## src/rtl/port_pins_pkg.sv

```systemverilog
// Constants, types and address decoding shared by the universal port block.
package port_pins_pkg;

    // Register indices; the bus byte address is four times the index.
    localparam logic [6:0] IDX_LEVEL_A = 7'h3C;
    localparam logic [6:0] IDX_LEVEL_B = 7'h7C;
    localparam logic [6:0] IDX_FLAGS_A = 7'h3D;
    localparam logic [6:0] IDX_FLAGS_B = 7'h7D;
    localparam logic [6:0] IDX_DIR_A   = 7'h3E;
    localparam logic [6:0] IDX_DIR_B   = 7'h7E;
    localparam logic [6:0] IDX_CFG_A   = 7'h39;
    localparam logic [6:0] IDX_CFG_B   = 7'h79;

    // Word address field of the Wishbone byte address.
    localparam int ADR_LSB   = 2;
    localparam int ADR_MSB   = 8;
    localparam int PORT_BITS = 8;

    // Reset values.
    localparam logic [7:0] DIR_RESET   = 8'hFF;
    localparam logic [7:0] MASK_RESET  = 8'hFF;
    localparam logic [7:0] LEVEL_RESET = 8'h00;
    localparam logic [7:0] CFG_RESET   = 8'h00;

    // Field positions in irq_port_config.
    localparam int CFG_SHOW_BIT = 0;

    // One-hot register selection.
    typedef enum logic [4:0] {
        SEL_NONE  = 5'b00001,
        SEL_LEVEL = 5'b00010,
        SEL_FLAGS = 5'b00100,
        SEL_DIR   = 5'b01000,
        SEL_CFG   = 5'b10000
    } reg_sel_e;

    // Pin drive bundle: level and output enable.
    typedef struct packed {
        logic [PORT_BITS-1:0] level;
        logic [PORT_BITS-1:0] enable;
    } pin_drive_s;

    // Both channel windows map onto the same registers.
    function automatic reg_sel_e decode_sel(input logic [6:0] idx);
        case (idx)
            IDX_LEVEL_A, IDX_LEVEL_B: decode_sel = SEL_LEVEL;
            IDX_FLAGS_A, IDX_FLAGS_B: decode_sel = SEL_FLAGS;
            IDX_DIR_A, IDX_DIR_B:     decode_sel = SEL_DIR;
            IDX_CFG_A, IDX_CFG_B:     decode_sel = SEL_CFG;
            default:                  decode_sel = SEL_NONE;
        endcase
    endfunction : decode_sel

endpackage : port_pins_pkg

```

## src/rtl/universal_port_pins.sv

```systemverilog
// Eight-pin general-purpose port with change interrupts behind a Wishbone slave.
//
// Notes on behaviour
// - The pin level register answers at both channel addresses and both reach one register.
// - Bit n of the level, flag, mask and direction registers belongs to port pin n, for n from 0 to 7.
// - Reading the pin level register returns the level of all pins, inputs and outputs alike.
// - Writing the pin level register sets the driven value of output pins and input positions are ignored.
// - An event flag is set for any input pin that changes state, and an interrupt is raised only for an unmasked one.
// - Reading the event flag register clears the flags it returns.
// - A change on a masked input is kept pending and raises the interrupt once its mask bit is cleared, unless a flag read with show-masked set clears it.
// - With show-masked set, masked events appear in the flags but never drive the interrupt.
// - With show-masked clear, masked events do not appear when the flags are read.
// - Several changes on one pin before the flags are read give only one request.
// - Mask bit 0 enables a pin's interrupt, 1 disables it, and the mask resets to all ones.
// - The flags are read and the mask written at one address in both channel windows.
// - The mask is write-only and both channel addresses reach one shared register.
// - Direction bit 0 makes the pin an output and 1 makes it an input.
// - The direction register resets to all ones, so every pin starts as an input.
// - The direction register is readable and writable at both channel addresses.
//
// The Wishbone interface to the registers is this design's own decision.
`timescale 1ns/1ps

module universal_port_pins
    import port_pins_pkg::*;
#(
    parameter int PINS = PORT_BITS
) (
    // Clock and reset
    input  wire logic        clk_i,
    input  wire logic        reset_i,
    // Wishbone classic slave
    input  wire logic        cyc_i,
    input  wire logic        stb_i,
    input  wire logic        we_i,
    input  wire logic [8:0]  adr_i,
    input  wire logic [3:0]  sel_i,
    input  wire logic [31:0] dat_i,
    output logic      [31:0] dat_o,
    output logic             ack_o,
    // Port pins
    input  wire logic [PINS-1:0] pin_i,
    output logic      [PINS-1:0] pin_o,
    output logic      [PINS-1:0] pin_oe_o,
    // Interrupt
    output logic             irq_o
);

    ////////////////////////////////////////////////////////////////////////////
    // Parameter check

    // Every register is one byte wide, so the port cannot exceed eight pins.
    if (PINS < 1 || PINS > PORT_BITS) begin : g_bad_pins
        $error("PINS must lie between 1 and 8");
    end

    ////////////////////////////////////////////////////////////////////////////
    // Declarations

    logic       [PINS-1:0] dir_reg;
    logic       [PINS-1:0] mask_reg;
    logic       [PINS-1:0] out_reg;
    logic       [PINS-1:0] pend_reg;
    logic       [PINS-1:0] pend_next;
    logic       [PINS-1:0] sync1_reg;
    logic       [PINS-1:0] sync2_reg;
    logic       [PINS-1:0] prev_reg;
    logic       [2:0]      warm_reg;
    logic       [PINS-1:0] oe_bits;
    logic       [PINS-1:0] change;
    logic       [PINS-1:0] visible;
    logic       [PINS-1:0] clr;
    logic                  show_reg;
    logic                  ack_reg;
    logic       [31:0]     rdata_reg;
    logic                  take;
    logic                  wr_take;
    logic                  rd_take;
    reg_sel_e              sel;
    pin_drive_s            drive;

    ////////////////////////////////////////////////////////////////////////////
    // Bus decode

    // A request is taken once; the ack cycle itself is never taken again.
    assign take    = cyc_i && stb_i && !ack_reg;
    assign wr_take = take && we_i && sel_i[0];
    assign rd_take = take && !we_i;
    assign sel     = decode_sel(adr_i[ADR_MSB:ADR_LSB]);

    // Ack is registered, so every access answers exactly one cycle after it is taken.
    always_ff @(posedge clk_i or posedge reset_i) begin
        if (reset_i) begin
            ack_reg <= 1'b0;
        end else begin
            ack_reg <= take;
        end
    end

    assign ack_o = ack_reg;

    ////////////////////////////////////////////////////////////////////////////
    // Pin synchronisation and change detection

    // Two flops guard against metastability; only the second feeds any logic.
    always_ff @(posedge clk_i or posedge reset_i) begin
        if (reset_i) begin
            sync1_reg <= '0;
            sync2_reg <= '0;
            prev_reg  <= '0;
        end else begin
            sync1_reg <= pin_i;
            sync2_reg <= sync1_reg;
            prev_reg  <= sync2_reg;
        end
    end

    // The chain resets to zero, so a pin that idles high would look like a change just after reset.
    // Detection therefore waits until prev_reg holds a real sample of the pin.
    always_ff @(posedge clk_i or posedge reset_i) begin
        if (reset_i) begin
            warm_reg <= 3'h0;
        end else begin
            warm_reg <= {warm_reg[1:0], 1'b1};
        end
    end

    // A change counts only on pins configured as inputs, once the chain is primed.
    assign change = (sync2_reg ^ prev_reg) & dir_reg & {PINS{warm_reg[2]}};

    ////////////////////////////////////////////////////////////////////////////
    // Configuration registers

    // Direction: all pins start as inputs so nothing is driven before software says so.
    always_ff @(posedge clk_i or posedge reset_i) begin
        if (reset_i) begin
            dir_reg <= DIR_RESET[PINS-1:0];
        end else if (wr_take && sel == SEL_DIR) begin
            dir_reg <= dat_i[PINS-1:0];
        end
    end

    // Mask: write-only, shares its address with the read-side event flags.
    always_ff @(posedge clk_i or posedge reset_i) begin
        if (reset_i) begin
            mask_reg <= MASK_RESET[PINS-1:0];
        end else if (wr_take && sel == SEL_FLAGS) begin
            mask_reg <= dat_i[PINS-1:0];
        end
    end

    // Output levels: only bits of output pins take the written value.
    always_ff @(posedge clk_i or posedge reset_i) begin
        if (reset_i) begin
            out_reg <= LEVEL_RESET[PINS-1:0];
        end else if (wr_take && sel == SEL_LEVEL) begin
            out_reg <= (dat_i[PINS-1:0] & ~dir_reg) | (out_reg & dir_reg);
        end
    end

    // Port configuration holds the show-masked setting.
    always_ff @(posedge clk_i or posedge reset_i) begin
        if (reset_i) begin
            show_reg <= CFG_RESET[CFG_SHOW_BIT];
        end else if (wr_take && sel == SEL_CFG) begin
            show_reg <= dat_i[CFG_SHOW_BIT];
        end
    end

    ////////////////////////////////////////////////////////////////////////////
    // Event flags

    // Masked pending events stay hidden unless show-masked is set.
    assign visible = pend_reg & (~mask_reg | {PINS{show_reg}});
    assign clr     = (rd_take && sel == SEL_FLAGS) ? visible : '0;

    // Per pin: a change sets, a read of a shown flag clears, and the set wins.
    // A hidden masked flag survives the read so it can fire once unmasked.
    for (genvar n = 0; n < PINS; n++) begin : g_pend
        assign pend_next[n] = change[n] | (pend_reg[n] & ~clr[n]);
    end

    always_ff @(posedge clk_i or posedge reset_i) begin
        if (reset_i) begin
            pend_reg <= '0;
        end else begin
            pend_reg <= pend_next;
        end
    end

    // Only unmasked flags raise the interrupt; masked ones never do.
    assign irq_o = |(pend_reg & ~mask_reg);

    ////////////////////////////////////////////////////////////////////////////
    // Read data

    // Read data is captured when the request is taken and stands with ack.
    always_ff @(posedge clk_i or posedge reset_i) begin
        if (reset_i) begin
            rdata_reg <= 32'h0000_0000;
        end else if (rd_take) begin
            rdata_reg <= 32'h0000_0000;
            case (sel)
                SEL_LEVEL: rdata_reg[PINS-1:0] <= sync2_reg;
                SEL_FLAGS: rdata_reg[PINS-1:0] <= visible;
                SEL_DIR:   rdata_reg[PINS-1:0] <= dir_reg;
                SEL_CFG:   rdata_reg[CFG_SHOW_BIT] <= show_reg;
                default:   rdata_reg <= 32'h0000_0000;
            endcase
        end
    end

    assign dat_o = rdata_reg;

    ////////////////////////////////////////////////////////////////////////////
    // Pin drive

    // Output enable follows the direction register straight from its flops.
    // The inversion is taken at pin width first, so unused upper bits of the bundle stay zero.
    assign oe_bits  = ~dir_reg;
    assign drive    = '{level: PORT_BITS'(out_reg), enable: PORT_BITS'(oe_bits)};
    assign pin_o    = drive.level[PINS-1:0];
    assign pin_oe_o = drive.enable[PINS-1:0];

    ////////////////////////////////////////////////////////////////////////////
    // Assertions

    property p_ack_single;
        @(posedge clk_i) disable iff (reset_i)
        ack_o |=> !ack_o;
    endproperty
    a_ack_single: assert property (p_ack_single) else $error("ack held longer than one cycle");

    property p_ack_follows;
        @(posedge clk_i) disable iff (reset_i)
        take |=> ack_o;
    endproperty
    a_ack_follows: assert property (p_ack_follows) else $error("taken request not acked next cycle");

    property p_level_read;
        @(posedge clk_i) disable iff (reset_i)
        (rd_take && sel == SEL_LEVEL) |=> dat_o[PINS-1:0] == $past(sync2_reg);
    endproperty
    a_level_read: assert property (p_level_read) else $error("level read differs from pins");

    property p_level_write;
        @(posedge clk_i) disable iff (reset_i)
        (wr_take && sel == SEL_LEVEL)
        |=> pin_o == (($past(dat_i[PINS-1:0]) & ~$past(dir_reg)) | ($past(out_reg) & $past(dir_reg)));
    endproperty
    a_level_write: assert property (p_level_write) else $error("input positions took written level");

    property p_no_output_event;
        @(posedge clk_i) disable iff (reset_i)
        (pend_reg & ~$past(pend_reg) & ~$past(dir_reg)) == '0;
    endproperty
    a_no_output_event: assert property (p_no_output_event) else $error("flag set on an output pin");

    property p_read_clears;
        @(posedge clk_i) disable iff (reset_i)
        (rd_take && sel == SEL_FLAGS && change == '0) |=> (pend_reg & $past(visible)) == '0;
    endproperty
    a_read_clears: assert property (p_read_clears) else $error("read did not clear flags");

    property p_unmask_fires;
        @(posedge clk_i) disable iff (reset_i)
        (wr_take && sel == SEL_FLAGS && |(pend_reg & ~dat_i[PINS-1:0])) |=> irq_o;
    endproperty
    a_unmask_fires: assert property (p_unmask_fires) else $error("pending event lost on unmask");

    property p_masked_hidden;
        @(posedge clk_i) disable iff (reset_i)
        (rd_take && sel == SEL_FLAGS && !show_reg) |=> (dat_o[PINS-1:0] & $past(mask_reg)) == '0;
    endproperty
    a_masked_hidden: assert property (p_masked_hidden) else $error("masked flag shown");

    property p_masked_quiet;
        @(posedge clk_i) disable iff (reset_i)
        (mask_reg == '1) |-> !irq_o;
    endproperty
    a_masked_quiet: assert property (p_masked_quiet) else $error("interrupt with all masked");

    property p_oe_dir;
        @(posedge clk_i) disable iff (reset_i)
        (wr_take && sel == SEL_DIR) |=> pin_oe_o == ~$past(dat_i[PINS-1:0]) ##1 pin_oe_o == $past(pin_oe_o);
    endproperty
    a_oe_dir: assert property (p_oe_dir) else $error("output enable does not follow direction");

    ////////////////////////////////////////////////////////////////////////////
    // Reset, synchroniser and flag lifetime assertions

    // The reset-value check watches the first edge after any reset, so a mid-run reset is covered as well.
    property p_reset_values;
        @(posedge clk_i) disable iff (reset_i)
        $fell(reset_i) |-> dir_reg == DIR_RESET[PINS-1:0] && mask_reg == MASK_RESET[PINS-1:0] && !show_reg;
    endproperty
    a_reset_values: assert property (p_reset_values) else $error("register not at reset value");

    property p_sync_delay;
        @(posedge clk_i) disable iff (reset_i)
        warm_reg[2] |-> sync2_reg == $past(pin_i, 2);
    endproperty
    a_sync_delay: assert property (p_sync_delay) else $error("synchronised level lags wrongly");

    property p_change_sets;
        @(posedge clk_i) disable iff (reset_i)
        (change != '0) |=> (pend_reg & $past(change)) == $past(change);
    endproperty
    a_change_sets: assert property (p_change_sets) else $error("input change did not set its flag");

    property p_flag_holds;
        @(posedge clk_i) disable iff (reset_i)
        ($past(pend_reg) & ~$past(clr) & ~pend_reg) == '0;
    endproperty
    a_flag_holds: assert property (p_flag_holds) else $error("flag dropped without a read");

    ////////////////////////////////////////////////////////////////////////////
    // Register access assertions

    // Read data is checked against the state at the taken edge, not against the bench.
    property p_flag_read_value;
        @(posedge clk_i) disable iff (reset_i)
        (rd_take && sel == SEL_FLAGS && !show_reg) |=> dat_o[PINS-1:0] == $past(pend_reg & ~mask_reg);
    endproperty
    a_flag_read_value: assert property (p_flag_read_value) else $error("flag read not unmasked flags");

    property p_show_read;
        @(posedge clk_i) disable iff (reset_i)
        (rd_take && sel == SEL_FLAGS && show_reg) |=> dat_o[PINS-1:0] == $past(pend_reg);
    endproperty
    a_show_read: assert property (p_show_read) else $error("shown flags incomplete");

    property p_read_drops_irq;
        @(posedge clk_i) disable iff (reset_i)
        (rd_take && sel == SEL_FLAGS && change == '0) |=> !irq_o;
    endproperty
    a_read_drops_irq: assert property (p_read_drops_irq) else $error("interrupt survives flag read");

    property p_mask_write;
        @(posedge clk_i) disable iff (reset_i)
        (wr_take && sel == SEL_FLAGS) |=> mask_reg == $past(dat_i[PINS-1:0]);
    endproperty
    a_mask_write: assert property (p_mask_write) else $error("mask write not stored");

    property p_mask_read_keeps;
        @(posedge clk_i) disable iff (reset_i)
        (rd_take && sel == SEL_FLAGS) |=> $stable(mask_reg);
    endproperty
    a_mask_read_keeps: assert property (p_mask_read_keeps) else $error("flag read changed the mask");

    property p_dir_read;
        @(posedge clk_i) disable iff (reset_i)
        (rd_take && sel == SEL_DIR) |=> dat_o[PINS-1:0] == $past(dir_reg);
    endproperty
    a_dir_read: assert property (p_dir_read) else $error("direction read differs");

    property p_level_hold;
        @(posedge clk_i) disable iff (reset_i)
        !(wr_take && sel == SEL_LEVEL) |=> $stable(pin_o);
    endproperty
    a_level_hold: assert property (p_level_hold) else $error("driven level changed without a write");

    // A write without the low byte lane is acked but must leave every register alone.
    property p_lane_off;
        @(posedge clk_i) disable iff (reset_i)
        (take && we_i && !sel_i[0])
        |=> $stable(dir_reg) && $stable(mask_reg) && $stable(out_reg) && $stable(show_reg);
    endproperty
    a_lane_off: assert property (p_lane_off) else $error("write without low byte lane stored");

    property p_upper_zero;
        @(posedge clk_i) disable iff (reset_i)
        ack_o |-> dat_o[31:PORT_BITS] == '0;
    endproperty
    a_upper_zero: assert property (p_upper_zero) else $error("upper read data bits not zero");

    c_pin_event:  cover property (@(posedge clk_i) disable iff (reset_i) $rose(irq_o));
    c_flag_read:  cover property (@(posedge clk_i) disable iff (reset_i) rd_take && sel == SEL_FLAGS && visible != '0);
    c_unmask:     cover property (@(posedge clk_i) disable iff (reset_i)
                                  wr_take && sel == SEL_FLAGS && |(pend_reg & mask_reg) ##1 irq_o);
    c_show_read:  cover property (@(posedge clk_i) disable iff (reset_i)
                                  rd_take && sel == SEL_FLAGS && show_reg && (visible & mask_reg) != '0);
    c_lane_off:   cover property (@(posedge clk_i) disable iff (reset_i) take && we_i && !sel_i[0]);

endmodule : universal_port_pins

```

## config.mk

```make
export PLATFORM = sky130hd
export DESIGN_NAME = universal_port_pins
export DESIGN_NICKNAME = d
export VERILOG_FILES = /design/src/rtl/port_pins_pkg.sv /design/src/rtl/universal_port_pins.sv
export SDC_FILE = /design/constraint.sdc
export NUM_CORES = 1
export LEC_CHECK = 0
export BUFFER_PORTS_ARGS = -buffer_cell sky130_fd_sc_hd__buf_2
export CORE_AREA = 2 2 94 73
export CTS_CLUSTER_SIZE = 24
export DETAILED_ROUTE_END_ITERATION = 6
export DIE_AREA = 0 0 96 75
export PLACE_DENSITY = 0.85
export SKIP_LAST_GASP = 1
export SYNTH_ARGS = -nofsm -noshare
export SYNTH_HDL_FRONTEND = slang
export SYNTH_SLANG_ARGS = --single-unit
```

## constraint.sdc

```tcl
create_clock -name clk_i -period 2 [get_ports clk_i]
set_input_delay 0 -clock clk_i [delete_from_list [all_inputs] [get_ports clk_i]]
set_output_delay 0 -clock clk_i [all_outputs]
set_load 0.02 [all_outputs]
```

# Word level (Yosys, flattened, before mapping)
# Index checks and enable logic that the tools add are counted.
[word_totals]
reg_bits = 69
elab_cells = 79
out_inout_bits = 50
[classes]
n_eq_ne = 12
mux = 4
bitwise = 35
n_reduce_logical = 17
[op_table]
columns = ["op", "n"]
rows = [
  ["$and A8 B8 Y8", 6],
  ["$eq A7 B6 Y1 const B", 4],
  ["$eq A7 B7 Y1 const B", 4],
  ["$pmux W7 S3", 1],
  ["$pmux W5 S4", 1],
  ["$not A8 Y8", 2],
  ["$or A8 B8 Y8", 2],
  ["$logic_and A1 B1 Y1", 10],
  ["$and A1 B1 Y1", 8],
  ["$mux W8", 1],
  ["$not A1 Y1", 8],
  ["$or A1 B1 Y1", 8],
  ["$reduce_or A2 Y1", 4],
  ["$reduce_or A8 Y1", 1],
  ["$xor A8 B8 Y8", 1],
  ["$eq A5 B2 Y1 const B", 1],
  ["$eq A5 B3 Y1 const B", 1],
  ["$eq A5 B4 Y1 const B", 1],
  ["$eq A5 B5 Y1 const B", 1],
  ["$pmux W1 S4", 1],
  ["$logic_not A1 Y1", 2],
]

# Logic depth before layout (Yosys ltp)
[logic_depth]
depth_word = 9
mapped_depth = 6

# Worst setup path after synthesis
# Ideal clock, no wire load.
[synth_timing]
kind = "register -> register"
startpoint = "reg ack_reg (netlist: ack_o)"
endpoint = "reg (tool-made name)"
path_slack_ns = 0.175
arrival_time_ns = 1.700
stages_incl_launch_ff = 6
path_buffers = 1
required_time_ns = 1.875
setup_time_ns = 0.125
synth_period_minus_slack_ns = 1.825
cell_sequence = "dfrtp_1 > nand3b_1 > or4b_1 > buf_2 > nor2_1 > mux2_2"
[synth_rtl]
columns = ["element", "line", "rtl"]
rows = [
  ["from (decl)", "universal_port_pins.sv:74", "logic ack_reg;"],
  ["from (signal assigned)", "universal_port_pins.sv:96", "ack_reg <= take;"],
]

# Worst setup path in the final report
[layout_timing]
startpoint = "reg ack_reg (netlist: ack_o)"
endpoint = "reg dir_reg[6]"
[layout_between]
elab_chain_len = 5
[layout_lines]
columns = ["element", "line", "rtl"]
rows = [
  ["$logic_not A1 Y1", "universal_port_pins.sv:86", "assign take = cyc_i && stb_i && !ack_reg;"],
  ["$logic_and A1 B1 Y1", "universal_port_pins.sv:86", ""],
  ["via take", "universal_port_pins.sv:76", "logic take;"],
  ["$logic_and A1 B1 Y1 (2 in series)", "universal_port_pins.sv:87", "assign wr_take = take && we_i && sel_i[0];"],
  ["$logic_and A1 B1 Y1", "universal_port_pins.sv:138", "end else if (wr_take && sel == SEL_DIR) begin"],
  ["to (signal assigned)", "universal_port_pins.sv:137", "dir_reg <= DIR_RESET[PINS-1:0];"],
  ["to (signal assigned)", "universal_port_pins.sv:139", "dir_reg <= dat_i[PINS-1:0];"],
  ["to (decl)", "universal_port_pins.sv:60", "logic [PINS-1:0] dir_reg;"],
]
# The timed path passes the listed nets, and every way through them passes these cells.
# A chain may end at the register's enable or synchronous reset.

==> out/qor.yml <==
setup_path:
  cp.required_ns: 2.27
  crit_arrival_ns: 2.14
  worst_setup_path_type: "flop to flop"
  worst_setup_path_start_kind: "flop"
  worst_setup_path_end_kind: "flop"
  worstPathMaxFanout: 6
cts:
  clockRootBuffer: "clkbuf_8"
  cts_htree_levels: 3
  clock_tree.buffer_depth: 2
  clock_insertion_delay_worst_skew_ns: 0.34
  tritoncts: "built"
  postCtsSetupBuffers: 0
  clock_transition_time_at_the_flip_flop_clock_pins_of_the_worst_setup_and_hold_paths_ns: 0.07
  cts_made_buffers: 9
  clock_sinks: 69
placement:
  place.detailed.hpwl_mm: 4.295
  globalplace.congestion: 0.8317
  place.port_buffers: 53
  placedCellCount: 367
die:
  die_area_um2: 7200
  die_height_um: 75
  start_util_pct: 47.84
  core_region_area_um2: 6225
  rows: 25
  chipWidth_um: 96
  io_pins: 108
global_routing:
  first_pass_grt_wire_length_mm: 9.522
  grt_overflow_total: 0
  pin_count_of_the_biggest_net_entering_global_routing: 42
  grt_pass1_vias: 1924
  grt.total_usage_pct: 18.55
  grt_antenna_before_repair: 0
timing:
  hold_viol_final: 0
  final.min_clock_period_ns: 1.873
  finClkSkew_ns: 0.004503
  tightest_slew_ns: 0.6289
  final.period_utilization_pct: 93.65
  final.setup.tns_ns: 0
  timing_max_transition_violations_final: 0
  timing.final.setup_violations: 0
  rsz0062_at_grt: "no"
  holdWs_ns: 0.1830
  timing.fmax_mhz: 533.9
  timing.max_slew.rel_slack_pct: 57.92
logic_synthesis:
  synth.lib_cells_used.distinct: 37
  number_of_flip_flops_and_latches_in_the_synthesized_netlist: 69
  synthesis.instances: 235
  syn_area_um2: 2978
  post_synth.cell_area_avg_um2: 12.67
  synthesis.yosys.warnings: 0
  synth_seq_area_share_pct: 58.66
finish:
  antennaDiodeCount: 0
  layout.cells.most_common_list: "53 x dfrtp_1, 53 x buf_2, 25 x conb_1"
  syn_to_final_growth_pct: 24.79
  nNetsFinal: 374
  finish.cell_count_without_fillers: 402
  drive_gt1_share_pct: 37.38
power_and_ir_drop:
  power_switching_uw: 769.2
  share_comb_of_total_power_pct: 10.2
  clkPwrFrac_pct: 42.7
  internal-power_uw: 2466
  max-vdd-ir-drop_v: 0.0005201
  power_frac_seq_pct: 47.1
  power_leakage_uw: 0.001731
  p_per_area_nw_per_um2: 870.6
  p_sw_share_pct: 23.78
route:
  average_wire_per_standard_cell_um: 15.29
  drtIter0Drc: 153
  post_drt_via_cell_ratio: 4.998
  route.vias.total: 2009
  routed_wirelength_mm: 6.147
  ant_nets: 0
  number_of_drc_violations_after_detailed_routing: 0
  drtPass1Iterations: 4
outcome:
  outcome: "finished clean"
flow_run:
  drv_cap: 0
min_path:
  timing.hold.worst.class: "primary input to flop"
==> critical path, cell delays in order (launching register included) <==
cell      delay, ns
dfrtp_1        0.39
nand3b_1       0.17
inv_1          0.12
nand3_4        0.12
nor4b_4        0.39
buf_4          0.25
mux2_2         0.36
==> through the flow <==
step	setup WS [ns]	total power (uW)	instance area (um^2)	util (%)
finish	0.1271	3235	3716	59.70
global route	0.004222	3375	3716	59.70
CTS	0.1264	3264	3716	59.70
detailed placement	0.1448	1852	3278	52.66
global placement	0.2036	1835	3278	52.66
floorplan	0.1751	1772	3064	-
==> cell type report <==
| class | instances | area [um^2] |
|---|---|---|
| clock buffer | 10 | 137.6 |
| clock inverter | 6 | 110.1 |
| fill | 499 | 2509 |
| inverter | 19 | 71.32 |
| multi-input combinational | 139 | 1036 |
| sequential | 69 | 1747 |
| tap | 81 | 101.3 |
| timing repair buffer | 78 | 513.0 |
==> cell usage after synthesis (all sizes together) <==
library cell / instances / area, um^2
a221o: 1 / 10.01
a22o: 7 / 61.31
a22oi: 9 / 67.56
a31oi: 2 / 12.51
a32o: 8 / 80.08
buf: 28 / 198.9
clkbuf: 3 / 11.26
conb: 2 / 7.510
dfrtp: 53 / 1326
dfstp: 16 / 420.4
inv: 19 / 71.32
mux2: 25 / 281.5
mux2i: 1 / 10.01
nand2: 4 / 15.01
nand2b: 3 / 18.77
nand3: 2 / 22.52
nand3b: 1 / 7.510
nand4: 2 / 27.53
nand4b: 1 / 8.760
nand4bb: 1 / 11.26
nor2: 10 / 45.04
nor2b: 3 / 18.77
nor3: 3 / 31.28
nor4: 1 / 6.260
nor4b: 1 / 23.77
o21ai: 18 / 90.09
o22ai: 2 / 12.51
or4b: 1 / 10.01
xor2: 8 / 70.07
==> routing by layer <==
metal  GRT usage (%)  vias up  wire [um]
met5               0        -          0
met1           24.31      976       2658
met4           5.556        0         42
li1                -      936          -
met3           6.607        5        472
met2           29.40       92       2972
==> logic make-up (layout without fill, tap and decap cells) <==
family	after synthesis	count (layout)	share of synthesized area [%]
other cells	2	25	0.2522
compound gates	47	47	11.22
buf+inv	50	113	9.453
xor+xnor	8	8	2.353
flops	69	69	58.66
simple gates	33	33	8.277
mux	26	26	9.790
==> final timing paths <==
path,startpoint,slack [ns],to,depth (start not counted)
min reg2reg,sync1_reg[7],0.35,sync2_reg[7],0
max in group asynchronous,reset_i,1.04,dir_reg[0],4
min,we_i,0.18,show_reg,4
max reg2reg,ack_o,0.13,dir_reg[6],6
min in group asynchronous,reset_i,0.28,warm_reg[0],3
max,ack_o,0.13,dir_reg[6],6
==> power groups by stage <==
stage / clock, uW / combinational [uW] / sequential (uW)
finish: 1380 / 330 / 1530
global route: 1480 / 363 / 1530
CTS: 1410 / 331 / 1520
detailed placement: 0 / 302 / 1550
global placement: 0 / 293 / 1540
floorplan: 0 / 234 / 1540
==> timing repair <==
item,CTS,global route
hold buffers,19,0
endpoints found under the hold margin,54,0
setup endpoints to repair,0,0
resized for setup,0,0
Power figures use the tool's default switching activity.
